### src/verilog/video_timer_params.svh
// Constants of the video timer command port: command codes, register indices, field positions.
// Assumes inclusion by bare name from every design file that needs them.
`ifndef VIDEO_TIMER_PARAMS_SVH
`define VIDEO_TIMER_PARAMS_SVH

// ==========================================================
// Select line command codes (bit 3 is the first select line)
`define VT_CMD_LAST_FMT 4'h6
`define VT_CMD_PSL 4'h7
`define VT_CMD_RD_ROW 4'h8
`define VT_CMD_RD_CHAR 4'h9
`define VT_CMD_RESET 4'hA
`define VT_CMD_SCROLL 4'hB
`define VT_CMD_LD_CHAR 4'hC
`define VT_CMD_LD_ROW 4'hD
`define VT_CMD_START 4'hE
`define VT_CMD_SSL 4'hF

// ==========================================================
// Formatting register indices
`define VT_NFMT 7
`define VT_REG_HTOTAL 3'h0
`define VT_REG_SCANS 3'h2
`define VT_REG_ROWS 3'h3
`define VT_REG_LASTROW 3'h6
`define VT_LOAD_LAST 3'h6

// ==========================================================
// Field positions and reset values
`define VT_SCANS_HI 6
`define VT_SCANS_LO 3
`define VT_ROW_HI 5
`define VT_REG_RST 8'h00
`define VT_ROW_RST 6'h00

`endif

### src/verilog/video_timer_pkg.sv
// Types shared by the video timer command port.
// Assumes nothing of its surroundings.
package video_timer_pkg;
	typedef enum logic [2:0] {ST_HELD, ST_START_WAIT, ST_RUN, ST_PSL_LOAD, ST_PSL_IDLE, ST_SSL_LOAD} state_t;
	typedef logic [7:0] byte_t;
endpackage

### src/verilog/format_reg_bank.sv
// Bank of write-only formatting registers with registered outputs.
// Assumes one write port driven from the command decoder or the self-load sequencer.
`timescale 1ns/1ps
`default_nettype none
`include "video_timer_params.svh"
module format_reg_bank #(
	parameter int NREG = `VT_NFMT,
	parameter int W = 8
) (
	input wire logic i_mclk,
	input wire logic i_nrst,
	input wire logic i_we,
	input wire logic [2:0] i_waddr,
	input wire logic [W-1:0] i_wdata,
	output logic [NREG*W-1:0] o_regs
);
	generate
		if (NREG < 1 || NREG > 8)
		begin : g_chk
			$error("format_reg_bank: NREG must be 1 to 8");
		end
	endgenerate

	// ==========================================================
	// One flop word per register
	genvar g;
	generate
		for (g = 0; g < NREG; g++)
		begin : g_reg
			always_ff @(posedge i_mclk)
			begin
				if (!i_nrst)
					o_regs[g*W +: W] <= W'(`VT_REG_RST);
				else if (i_we && i_waddr == 3'(g))
					o_regs[g*W +: W] <= i_wdata;
			end
		end
	endgenerate
endmodule
`default_nettype wire

### src/verilog/timing_counters.sv
// Character column, scan and data row counters with scroll offset.
// Assumes i_tick is a one-cycle character clock enable and i_hold freezes at top left.
`timescale 1ns/1ps
`default_nettype none
`include "video_timer_params.svh"
module timing_counters (
	input wire logic i_mclk,
	input wire logic i_nrst,
	input wire logic i_tick,
	input wire logic i_hold,
	input wire logic i_scroll,
	input wire logic [7:0] i_htotal,
	input wire logic [3:0] i_scans_m1,
	input wire logic [5:0] i_rows_m1,
	input wire logic [5:0] i_last_row,
	output logic [7:0] o_col,
	output logic [3:0] o_scan,
	output logic [5:0] o_row
);
	logic [5:0] first_row_r;
	logic [5:0] row_idx_r;

	function automatic logic [5:0] wrap_inc(input logic [5:0] v, input logic [5:0] last);
		wrap_inc = (v >= last) ? 6'h00 : v + 6'h01;
	endfunction

	// ==========================================================
	// First displayed row, advanced by scroll
	always_ff @(posedge i_mclk)
	begin
		if (!i_nrst)
			first_row_r <= `VT_ROW_RST;
		else if (i_scroll)
			first_row_r <= wrap_inc(first_row_r, i_last_row);
	end

	// ==========================================================
	// Counter chain
	always_ff @(posedge i_mclk)
	begin
		if (!i_nrst || i_hold)
		begin
			o_col <= 8'h00;
			o_scan <= 4'h0;
			row_idx_r <= 6'h00;
			o_row <= first_row_r;
		end
		else if (i_tick)
		begin
			o_col <= (o_col == i_htotal) ? 8'h00 : o_col + 8'h01;
			if (o_col == i_htotal)
			begin
				o_scan <= (o_scan == i_scans_m1) ? 4'h0 : o_scan + 4'h1;
				if (o_scan == i_scans_m1)
				begin
					if (row_idx_r == i_rows_m1)
					begin
						row_idx_r <= 6'h00;
						o_row <= first_row_r;
					end
					else
					begin
						row_idx_r <= row_idx_r + 6'h01;
						o_row <= wrap_inc(o_row, i_last_row);
					end
				end
			end
		end
	end
endmodule
`default_nettype wire

### src/verilog/video_timer_cmd_port.sv
// Command and control port of a character video timer, with cursor compare.
// Assumes synchronous inputs, a character clock enable, and an external PROM on the byte bus.
//
// What this block does
// - Codes 0 to 6 on a strobe load the byte bus into formatting registers.
// - Code 8 drives cursor row, code 9 cursor character, onto the byte bus.
// - Code 12 writes cursor character, code 13 writes cursor row, from the bus.
// - Reset code latched by strobe sends chain to top left and freezes counters.
// - After reset the chain stays parked until a start command arrives or stand-alone self-load ends.
// - Start releases the timing chain about one scan line later.
// - Code 7 enters processor self-load, loading registers from the PROM.
// - Processor self-load idles after loading and ends on a start, reset or code 15 strobe.
// - During self-load PROM addresses go out on the row lines; bytes are stored.
// - Code 15 begins stand-alone self-load when the strobe goes low.
// - Removing code 15 ends stand-alone self-load; timing starts one line later.
// - Scroll code 11 advances the first displayed row, wrapping at the page.
// - Cursor character position is an eight-bit register.
// - Cursor row position is a six-bit register.
// - Cursor pulse when the chain runs and column and row counters match the cursor registers.
// - Strobed commands and reads act only with chip select; self-load stores and the code 15 exit ignore it.
`timescale 1ns/1ps
`default_nettype none
`include "video_timer_params.svh"
module video_timer_cmd_port (
	input wire logic i_mclk,
	input wire logic i_nrst,
	input wire logic i_chip_sel,
	input wire logic [3:0] i_command_select_lines,
	input wire logic i_data_strobe_n,
	input wire logic [7:0] i_host_byte_bus,
	output logic [7:0] o_host_byte_bus,
	output logic o_host_byte_bus_oe,
	input wire logic i_char_tick,
	output logic [7:0] o_char_column_lines,
	output logic [5:0] o_data_row_lines,
	output logic [3:0] o_scan_count,
	output logic o_cursor_video_pulse,
	output logic o_timing_run,
	output logic o_self_load
);
	video_timer_pkg::state_t st_r;
	video_timer_pkg::state_t st_nxt;
	logic ds_n_r;
	logic fire;
	logic [3:0] cmd;
	logic loading;
	logic [2:0] load_addr_r;
	logic [7:0] line_cnt_r;
	video_timer_pkg::byte_t cur_char_r;
	logic [5:0] cur_row_r;
	logic bank_we;
	logic [2:0] bank_waddr;
	logic [`VT_NFMT*8-1:0] regs;
	logic [7:0] htotal;
	logic [3:0] scans_m1;
	logic [5:0] rows_m1;
	logic [5:0] last_row;
	logic [7:0] col;
	logic [5:0] row;
	logic [3:0] scan;

	function automatic logic is_cmd(input logic [3:0] c, input logic [3:0] code);
		is_cmd = (c == code);
	endfunction

	function automatic logic is_read(input logic [3:0] c);
		is_read = is_cmd(c, `VT_CMD_RD_ROW) || is_cmd(c, `VT_CMD_RD_CHAR);
	endfunction

	// ==========================================================
	// Strobe edge and chip select gating
	always_ff @(posedge i_mclk)
	begin
		if (!i_nrst)
			ds_n_r <= 1'b1;
		else
			ds_n_r <= i_data_strobe_n;
	end

	assign cmd = i_command_select_lines;
	assign fire = i_chip_sel && ds_n_r && !i_data_strobe_n;

	// ==========================================================
	// Run control state machine
	always_comb
	begin
		st_nxt = st_r;
		case (st_r)
			video_timer_pkg::ST_RUN:
				st_nxt = st_r;
			video_timer_pkg::ST_HELD:
				if (fire && is_cmd(cmd, `VT_CMD_START))
					st_nxt = video_timer_pkg::ST_START_WAIT;
			video_timer_pkg::ST_START_WAIT:
				if (i_char_tick && line_cnt_r == htotal)
					st_nxt = video_timer_pkg::ST_RUN;
			video_timer_pkg::ST_PSL_LOAD:
				if (fire && is_cmd(cmd, `VT_CMD_START))
					st_nxt = video_timer_pkg::ST_START_WAIT;
				else if (i_char_tick && o_self_load && load_addr_r == `VT_LOAD_LAST)
					st_nxt = video_timer_pkg::ST_PSL_IDLE;
			video_timer_pkg::ST_PSL_IDLE:
				if (fire && is_cmd(cmd, `VT_CMD_START))
					st_nxt = video_timer_pkg::ST_START_WAIT;
			video_timer_pkg::ST_SSL_LOAD:
				if (!is_cmd(cmd, `VT_CMD_SSL))
					st_nxt = video_timer_pkg::ST_START_WAIT;
			default:
				st_nxt = video_timer_pkg::ST_HELD;
		endcase
		if (st_r != video_timer_pkg::ST_SSL_LOAD)
		begin
			if (fire && is_cmd(cmd, `VT_CMD_RESET))
				st_nxt = video_timer_pkg::ST_HELD;
			else if (fire && is_cmd(cmd, `VT_CMD_PSL))
				st_nxt = video_timer_pkg::ST_PSL_LOAD;
			else if (fire && is_cmd(cmd, `VT_CMD_SSL))
				st_nxt = video_timer_pkg::ST_SSL_LOAD;
		end
	end

	always_ff @(posedge i_mclk)
	begin
		if (!i_nrst)
			st_r <= video_timer_pkg::ST_HELD;
		else
			st_r <= st_nxt;
	end

	// ==========================================================
	// One scan line delay before release
	always_ff @(posedge i_mclk)
	begin
		if (!i_nrst || st_r != video_timer_pkg::ST_START_WAIT)
			line_cnt_r <= 8'h00;
		else if (i_char_tick)
			line_cnt_r <= line_cnt_r + 8'h01;
	end

	// ==========================================================
	// Self-load address sequencer
	assign loading = (st_r == video_timer_pkg::ST_PSL_LOAD) || (st_r == video_timer_pkg::ST_SSL_LOAD);

	always_ff @(posedge i_mclk)
	begin
		if (!i_nrst || !loading)
			load_addr_r <= 3'h0;
		else if (i_char_tick && o_self_load)
			load_addr_r <= (load_addr_r == `VT_LOAD_LAST) ? 3'h0 : load_addr_r + 3'h1;
	end

	// ==========================================================
	// Formatting register writes
	always_comb
	begin
		bank_we = 1'b0;
		bank_waddr = cmd[2:0];
		if (loading)
		begin
			// Store only once the address already stands on the row lines
			bank_we = i_char_tick && o_self_load;
			bank_waddr = load_addr_r;
		end
		else if (fire && cmd <= `VT_CMD_LAST_FMT)
			bank_we = 1'b1;
	end

	format_reg_bank #(
		.NREG(`VT_NFMT),
		.W(8)
	) u_bank (
		.i_mclk(i_mclk),
		.i_nrst(i_nrst),
		.i_we(bank_we),
		.i_waddr(bank_waddr),
		.i_wdata(i_host_byte_bus),
		.o_regs(regs)
	);

	assign htotal = regs[`VT_REG_HTOTAL*8 +: 8];
	assign scans_m1 = regs[`VT_REG_SCANS*8+`VT_SCANS_LO +: 4];
	assign rows_m1 = regs[`VT_REG_ROWS*8 +: 6];
	assign last_row = regs[`VT_REG_LASTROW*8 +: 6];

	// ==========================================================
	// Cursor registers
	always_ff @(posedge i_mclk)
	begin
		if (!i_nrst)
			cur_char_r <= `VT_REG_RST;
		else if (fire && is_cmd(cmd, `VT_CMD_LD_CHAR))
			cur_char_r <= i_host_byte_bus;
	end

	always_ff @(posedge i_mclk)
	begin
		if (!i_nrst)
			cur_row_r <= `VT_ROW_RST;
		else if (fire && is_cmd(cmd, `VT_CMD_LD_ROW))
			cur_row_r <= i_host_byte_bus[`VT_ROW_HI:0];
	end

	// ==========================================================
	// Byte bus read drive
	always_ff @(posedge i_mclk)
	begin
		if (!i_nrst)
			o_host_byte_bus <= 8'h00;
		else if (is_cmd(cmd, `VT_CMD_RD_ROW))
			o_host_byte_bus <= {2'h0, cur_row_r};
		else
			o_host_byte_bus <= cur_char_r;
	end

	assign o_host_byte_bus_oe = i_chip_sel && !i_data_strobe_n && is_read(cmd) && !loading;

	// ==========================================================
	// Timing chain
	timing_counters u_cnt (
		.i_mclk(i_mclk),
		.i_nrst(i_nrst),
		.i_tick(i_char_tick),
		.i_hold(st_r != video_timer_pkg::ST_RUN),
		.i_scroll(fire && is_cmd(cmd, `VT_CMD_SCROLL)),
		.i_htotal(htotal),
		.i_scans_m1(scans_m1),
		.i_rows_m1(rows_m1),
		.i_last_row(last_row),
		.o_col(col),
		.o_scan(scan),
		.o_row(row)
	);

	// ==========================================================
	// Registered outputs and cursor compare
	always_ff @(posedge i_mclk)
	begin
		if (!i_nrst)
		begin
			o_char_column_lines <= 8'h00;
			o_data_row_lines <= 6'h00;
			o_scan_count <= 4'h0;
		end
		else
		begin
			o_char_column_lines <= col;
			o_data_row_lines <= loading ? {3'h0, load_addr_r} : row;
			o_scan_count <= scan;
		end
	end

	always_ff @(posedge i_mclk)
	begin
		if (!i_nrst)
			o_cursor_video_pulse <= 1'b0;
		else
			o_cursor_video_pulse <= (st_r == video_timer_pkg::ST_RUN) && col == cur_char_r && row == cur_row_r;
	end

	always_ff @(posedge i_mclk)
	begin
		if (!i_nrst)
		begin
			o_timing_run <= 1'b0;
			o_self_load <= 1'b0;
		end
		else
		begin
			o_timing_run <= st_nxt == video_timer_pkg::ST_RUN;
			o_self_load <= loading;
		end
	end
endmodule
`default_nettype wire

### config.mk
export PLATFORM = sky130hd
export DESIGN_NAME = video_timer_cmd_port
export DESIGN_NICKNAME = d
export VERILOG_FILES = /design/src/verilog/video_timer_pkg.sv /design/src/verilog/format_reg_bank.sv /design/src/verilog/timing_counters.sv /design/src/verilog/video_timer_cmd_port.sv
export VERILOG_INCLUDE_DIRS = /design/src /design/src/verilog
export SDC_FILE = /design/constraint.sdc
export NUM_CORES = 1
export LEC_CHECK = 0
export BUFFER_PORTS_ARGS = -buffer_cell sky130_fd_sc_hd__clkbuf_2
export CORE_MARGIN = 4
export CORE_UTILIZATION = 25
export CTS_BUF_LIST = sky130_fd_sc_hd__clkbuf_8
export DETAILED_ROUTE_END_ITERATION = 10
export MAX_ROUTING_LAYER = met4
export SYNTH_ARGS = -nofsm -noshare
export SYNTH_HDL_FRONTEND = slang
export SYNTH_SLANG_ARGS = --single-unit
### constraint.sdc
create_clock -name i_mclk -period 4.45 [get_ports i_mclk]
set_input_delay 0 -clock i_mclk [delete_from_list [all_inputs] [get_ports i_mclk]]
set_output_delay 0 -clock i_mclk [all_outputs]
set_load 0.005 [all_outputs]
## After elaboration in Yosys (flattened, before gate mapping)

Cells that the tools add are included.

| word-level totals | value |
|---|---|
| input bits | 17 |
| register bits | 115 |
| logic and storage cells | 130 |
| output and inout bits | 30 |

| operators by class | value |
|---|---|
| bitwise gates (word level) | 1 |
| $lt $le $gt $ge | 3 |
| muxes and demuxes | 26 |
| equality and inequality tests | 28 |
| $add $sub $neg | 7 |
| reduce and logical (&&, ||, !) cells | 41 |

Operators by type and width:

| operator | count |
|---|---|
| 6-bit two-way mux | 9 |
| 3-bit two-way mux | 12 |
| 4-bit == test (second input constant) | 8 |
| 8-bit == test | 3 |
| 1-bit logical AND | 22 |
| 6-bit by 1-bit adder with 6-bit output (second input constant) | 3 |
| 8-bit by 1-bit adder with 8-bit output (second input constant) | 2 |
| 3-bit by 2-bit == test with 1-bit output (second input constant) | 5 |
| 3-bit case mux with 5 select lines | 1 |
| 3-bit == test (second input constant) | 4 |
| 6-bit == test | 2 |
| 6-bit greater-or-equal comparator | 2 |
| 8-bit two-way mux | 1 |
| 3-bit zero test | 2 |
| 3-bit AND reduction | 2 |
| 2-bit nonzero test | 3 |
| 2-bit OR reduction | 3 |
| 1-bit logical OR | 5 |
| 4-bit by 1-bit adder with 4-bit output (second input constant) | 1 |
| 4-bit by 3-bit == test with 1-bit output (second input constant) | 1 |
| 4-bit == test | 1 |
| 4-bit by 3-bit <= comparator with 1-bit output (second input constant) | 1 |
| 4-bit two-way mux | 1 |
| 3-bit by 1-bit adder with 3-bit output (second input constant) | 1 |
| other kinds (8) | 11 |

## Longest topological paths before layout

| depth | value |
|---|---|
| depth after elaboration | 10 |
| mapped depth | 7 |
| mapped depth without buffers | 7 |

## By module

From an unflattened synthesis, not the netlist that was laid out.

| unflattened totals | value |
|---|---|
| cell total of the unflattened synthesis | 679 |
| area total of the unflattened synthesis | 6,490.0 um^2 |

By module, submodules not included:

| module | cells each | area each (um^2) | times used | seq. area each (um^2) |
|---|---|---|---|---|
| video_timer_cmd_port | 272 | 2,537.4 | 1 | 1,161.1 |
| format_reg_bank | 197 | 2,063.2 | 1 | 1,121.1 |
| timing_counters | 210 | 1,889.3 | 1 | 660.6 |

## Least setup slack after synthesis

No wires, ideal clock.

| timing path | value |
|---|---|
| path type | reg2reg |
| from | register u_cnt.o_col[4] |
| to | register u_cnt.o_row[0], enable pin |
| data arrival time | 1,649 ps |
| path buffers | 1 |
| cell stages (with the launch flop) | 6 |
| library setup time | 337 ps |
| slack | 2,463 ps |
| data required time | 4,113 ps |
| clock period less this slack | 1,987 ps |
| cells stage by stage | dfxtp_1 -> buf_2 -> xnor2_1 -> nand2_1 -> or4_4 -> nand2_1 |

| on the way | value |
|---|---|
| cells in the longest elaborated chain, start to end | 3 |

Ends and longest elaborated chain:

| element | RTL line | text |
|---|---|---|
| from (decl) | timing_counters.sv:16 | `output logic [7:0] o_col,` |
| from (signal assigned) | timing_counters.sv:50 | `o_col <= (o_col == i_htotal) ? 8'h00 : o_col + 8'h01;` |
| 8-bit == test | timing_counters.sv:51 | `if (o_col == i_htotal)` |
| 2-bit nonzero test (no source line) | - |  |
| 3-bit AND reduction (no source line) | - |  |
| to (signal assigned) | timing_counters.sv:46 | `o_row <= first_row_r;` |
| to (signal assigned) | timing_counters.sv:59 | `o_row <= first_row_r;` |
| to (signal assigned) | timing_counters.sv:64 | `o_row <= wrap_inc(o_row, i_last_row);` |
| to (decl) | timing_counters.sv:18 | `output logic [5:0] o_row` |

Every way passes these cells.
A chain may end at the register's enable or synchronous reset.

## Worst setup path after layout

| timing path | value |
|---|---|
| from | register u_cnt.o_col[5] |
| to | register u_cnt.o_row[4], enable pin |

The elaborated chain is that of the path after synthesis.

==> impl_metrics.tcl <==
set metrics [dict create \
    static-leakage-power_nw 2.34 \
    hold_path_startpoint "i_nrst" \
    global_route_wire_length_before_repair_um 21900 \
    power_per_cell_area_nw_per_um2 285 \
    startpoint_class_of_the_critical_path "flip-flop" \
    muxShareOfSynthArea 0.0668 \
    unrepaired_setup_endpoints_after_global_routing "no" \
    maxClockFrequency_mhz 432 \
    r2r-start "u_cnt.o_col[5]" \
    maximum_fanout_along_the_worst_path 11 \
    yosys.area_share.xor_xnor 0.122 \
    place_congestion 0.833 \
    h-tree-depth 3 \
    core_region_area_um2 21200 \
    place_worst_setup_slack_ns 2.16 \
    mostFrequentLayoutCells "dfxtp_1, nor2_1, nand2_1" \
    endpoint_kind "flip-flop" \
    final_period_demand_of_the_worst_path_ns 2.32 \
    max-vdd-ir-drop_v 0.000125 \
    worst_ep_required_time_ns 4.51 \
    chipWidth_um 155 \
    area_growth_syn_to_layout_pct 13.8 \
    worstPathArrival_ns 2.37 \
    numCtsBuffers 9 \
    final.period_utilization 0.521 \
    synth.yosys.seq_area_share 0.425 \
    setup_ws_ns 2.13 \
    drt.antenna.violating_nets 0 \
    fp.dieArea_um2 24100 \
    detailedPlacementHpwl_um 9670 \
    insertedDiodeCount 0 \
    post_route_cells_drive_above_1_share 0.134 \
    groute.usage.overall 0.118 \
    dp_cells 871 \
    cts.sinks 112 \
    synth_compound_gate_area_share 0.0922 \
    grt_start_max_net_pins 54 \
    drtPass1Iterations 4 \
    path_class "reg -> reg" \
    vias_per_cell 4.55 \
    yosys_warnings 0 \
    synthCells 575 \
    synth_adder_area_share 0.0416 \
    most_common_cell_after_layout_fill_and_taps_aside "dfxtp_1" \
    maxSlewHeadroom 0.355 \
    cts_root_buffer "clkbuf_8" \
    timing.final.hold_violations 0 \
    asyncSetResetFlopFracSynth 0 \
    dominant_combinational_cell_family_by_area_after_synthesis "simple AND/OR/NAND/NOR gates" \
    setup_violations 0 \
    synth_flop_cell "dfxtp_1" \
    totalNegativeSetupSlack_ns 0 \
    fp-row-count 53 \
    synth_area_um2 5410 \
    cts.clk_slew.worst_paths_ns 0.11 \
    grt_antenna_before_repair 0 \
    post-cts-setup-buffers 0 \
    tritoncts "done" \
    yosys.cell_types.count 64 \
    timing.hold.worst.class "in -> reg" \
    run_status "completed" \
    synth.net_count 610 \
    final_cell_count_no_fill 896 \
    io_buffers 46 \
    synthesis.area_per_instance_um2 9.41 \
    drt-initial-drc-count 275 \
    drv_slew 0 \
    cts_max_path_buffers 2 \
    wire_per_inst_um 15.0 \
    ys_seq_elements 112 \
    start_util 0.256 \
    maxCapViolCount 0 \
    worstSkewPairLatency_ns 0.40 \
    cp-startpoint "u_cnt.o_col[5]" \
    finalWirelength_um 13400 \
    globalRoute.totalOverflow 0 \
    first_global_vias 3997 \
    tightest_slew_ns 0.967 \
    dr_total_vias 4080 \
    nNetsFinal 651 \
    die_y_um 155 \
    synth_edf_count 6 \
    top_level_ports 47 \
    drt_drc_violations_left 0 \
    post_synth_and_or_nand_nor_area_fraction 0.220 \
    fin_worst_skew_ns 0.0122 \
]
[power by group]
group          internal (mW)  switching (mW)  leakage (nW)
Sequential              1.01         0.00595         0.928
Combinational         0.0317          0.0582          1.32
Clock                  0.277           0.369        0.0965
Total                   1.32           0.433          2.34
[synth_stat cells, types with 6 or more instances]
cell      instances  area [um^2]
inv_1            13         48.8
nand2_1          56          210
and3_1           10         62.6
nor4_1           12         75.1
mux2i_1          35          350
o21ai_0           6         30.0
nand2b_1          7         43.8
buf_2             7         35.0
nand3_1          20          100
nor2_1           63          236
nand4_1          12         75.1
xnor2_1          47          412
a21oi_1          26          130
a211oi_1          8         60.1
xor2_1           25          219
edfxtp_1          6          180
dfxtp_1         106         2120
clkbuf_1         14         52.6
and2_1           14         87.6
ha_1             18          225
o21ai_1           6         30.0
[critical path: stages, from the launching register on]
cell,delay (ns)
dfxtp_1,0.41
xnor2_1,0.43
nand2_1,0.18
or4_4,0.56
nand2_1,0.39
[cell type report]
cell class / count / area [um^2]
flip-flops and latches: 112 / 2300
inverters: 15 / 56.3
clock inverters: 6 / 66.3
multi-input cells: 423 / 2930
well taps: 275 / 344
repair buffers: 55 / 320
fillers: 2226 / 15000
clock buffers: 10 / 138
[through the flow]
| stage | hold slack [ns] | total power [mW] | area (um^2) | util |
|---|---|---|---|---|
| 2_1_floorplan | 0.0730 | 1.09 | 5410 | - |
| 3_3_place_gp | 0.249 | 1.13 | 5870 | 0.277 |
| 3_5_place_dp | 0.254 | 1.13 | 5870 | 0.277 |
| 4_1_cts | 0.0926 | 1.78 | 6160 | 0.291 |
| 5_1_grt | 0.148 | 1.82 | 6160 | 0.291 |
| 6_report | 0.103 | 1.76 | 6160 | 0.291 |
[path summary, 6_finish.rpt]
check	to	slack, ns	cells past startpoint
max reg2reg	u_cnt.o_row[4]	2.13	4
min reg2reg	cur_char_r[4]	0.49	2
min	ds_n_r	0.10	2
max	u_cnt.o_row[4]	2.13	4
[kinds of logic after synthesis]
logic type      count (synthesis)
compound gates                 70
xor+xnor                       73
fa+ha+maj                      18
buf+inv                        40
flops                         112
mux                            36
simple gates                  226
[state kept, by name (all words and copies together) (netlist names)]
signal / flops
u_bank.o_regs: 24
cur_char_r: 8
line_cnt_r: 8
o_char_column_lines: 8
o_host_byte_bus: 8
u_cnt.o_col: 8
cur_row_r: 6
o_data_row_lines: 6
u_cnt.first_row_r: 6
u_cnt.o_row: 6
u_cnt.row_idx_r: 6
o_scan_count: 4
u_cnt.o_scan: 4
load_addr_r: 3
st_r: 3
ds_n_r: 1
o_cursor_video_pulse: 1
o_self_load: 1
o_timing_run: 1
[timing repair]
action	in CTS	in global routing
hold buffers	9	0
endpoints found under the hold margin	24	0
endpoints found under the setup margin	0	0
gates resized for setup	0	0
[layer usage]
| metal | GRT usage | vias up | wire (um) |
|---|---|---|---|
| met3 | 0.0289 | 10 | 599 |
| li1 | - | 2065 | - |
| met4 | 0.0311 | 0 | 153 |
| met5 | - | - | 0 |
| met1 | 0.162 | 1938 | 6780 |
| met2 | 0.174 | 67 | 5890 |
(Power assumes the default switching activity.)
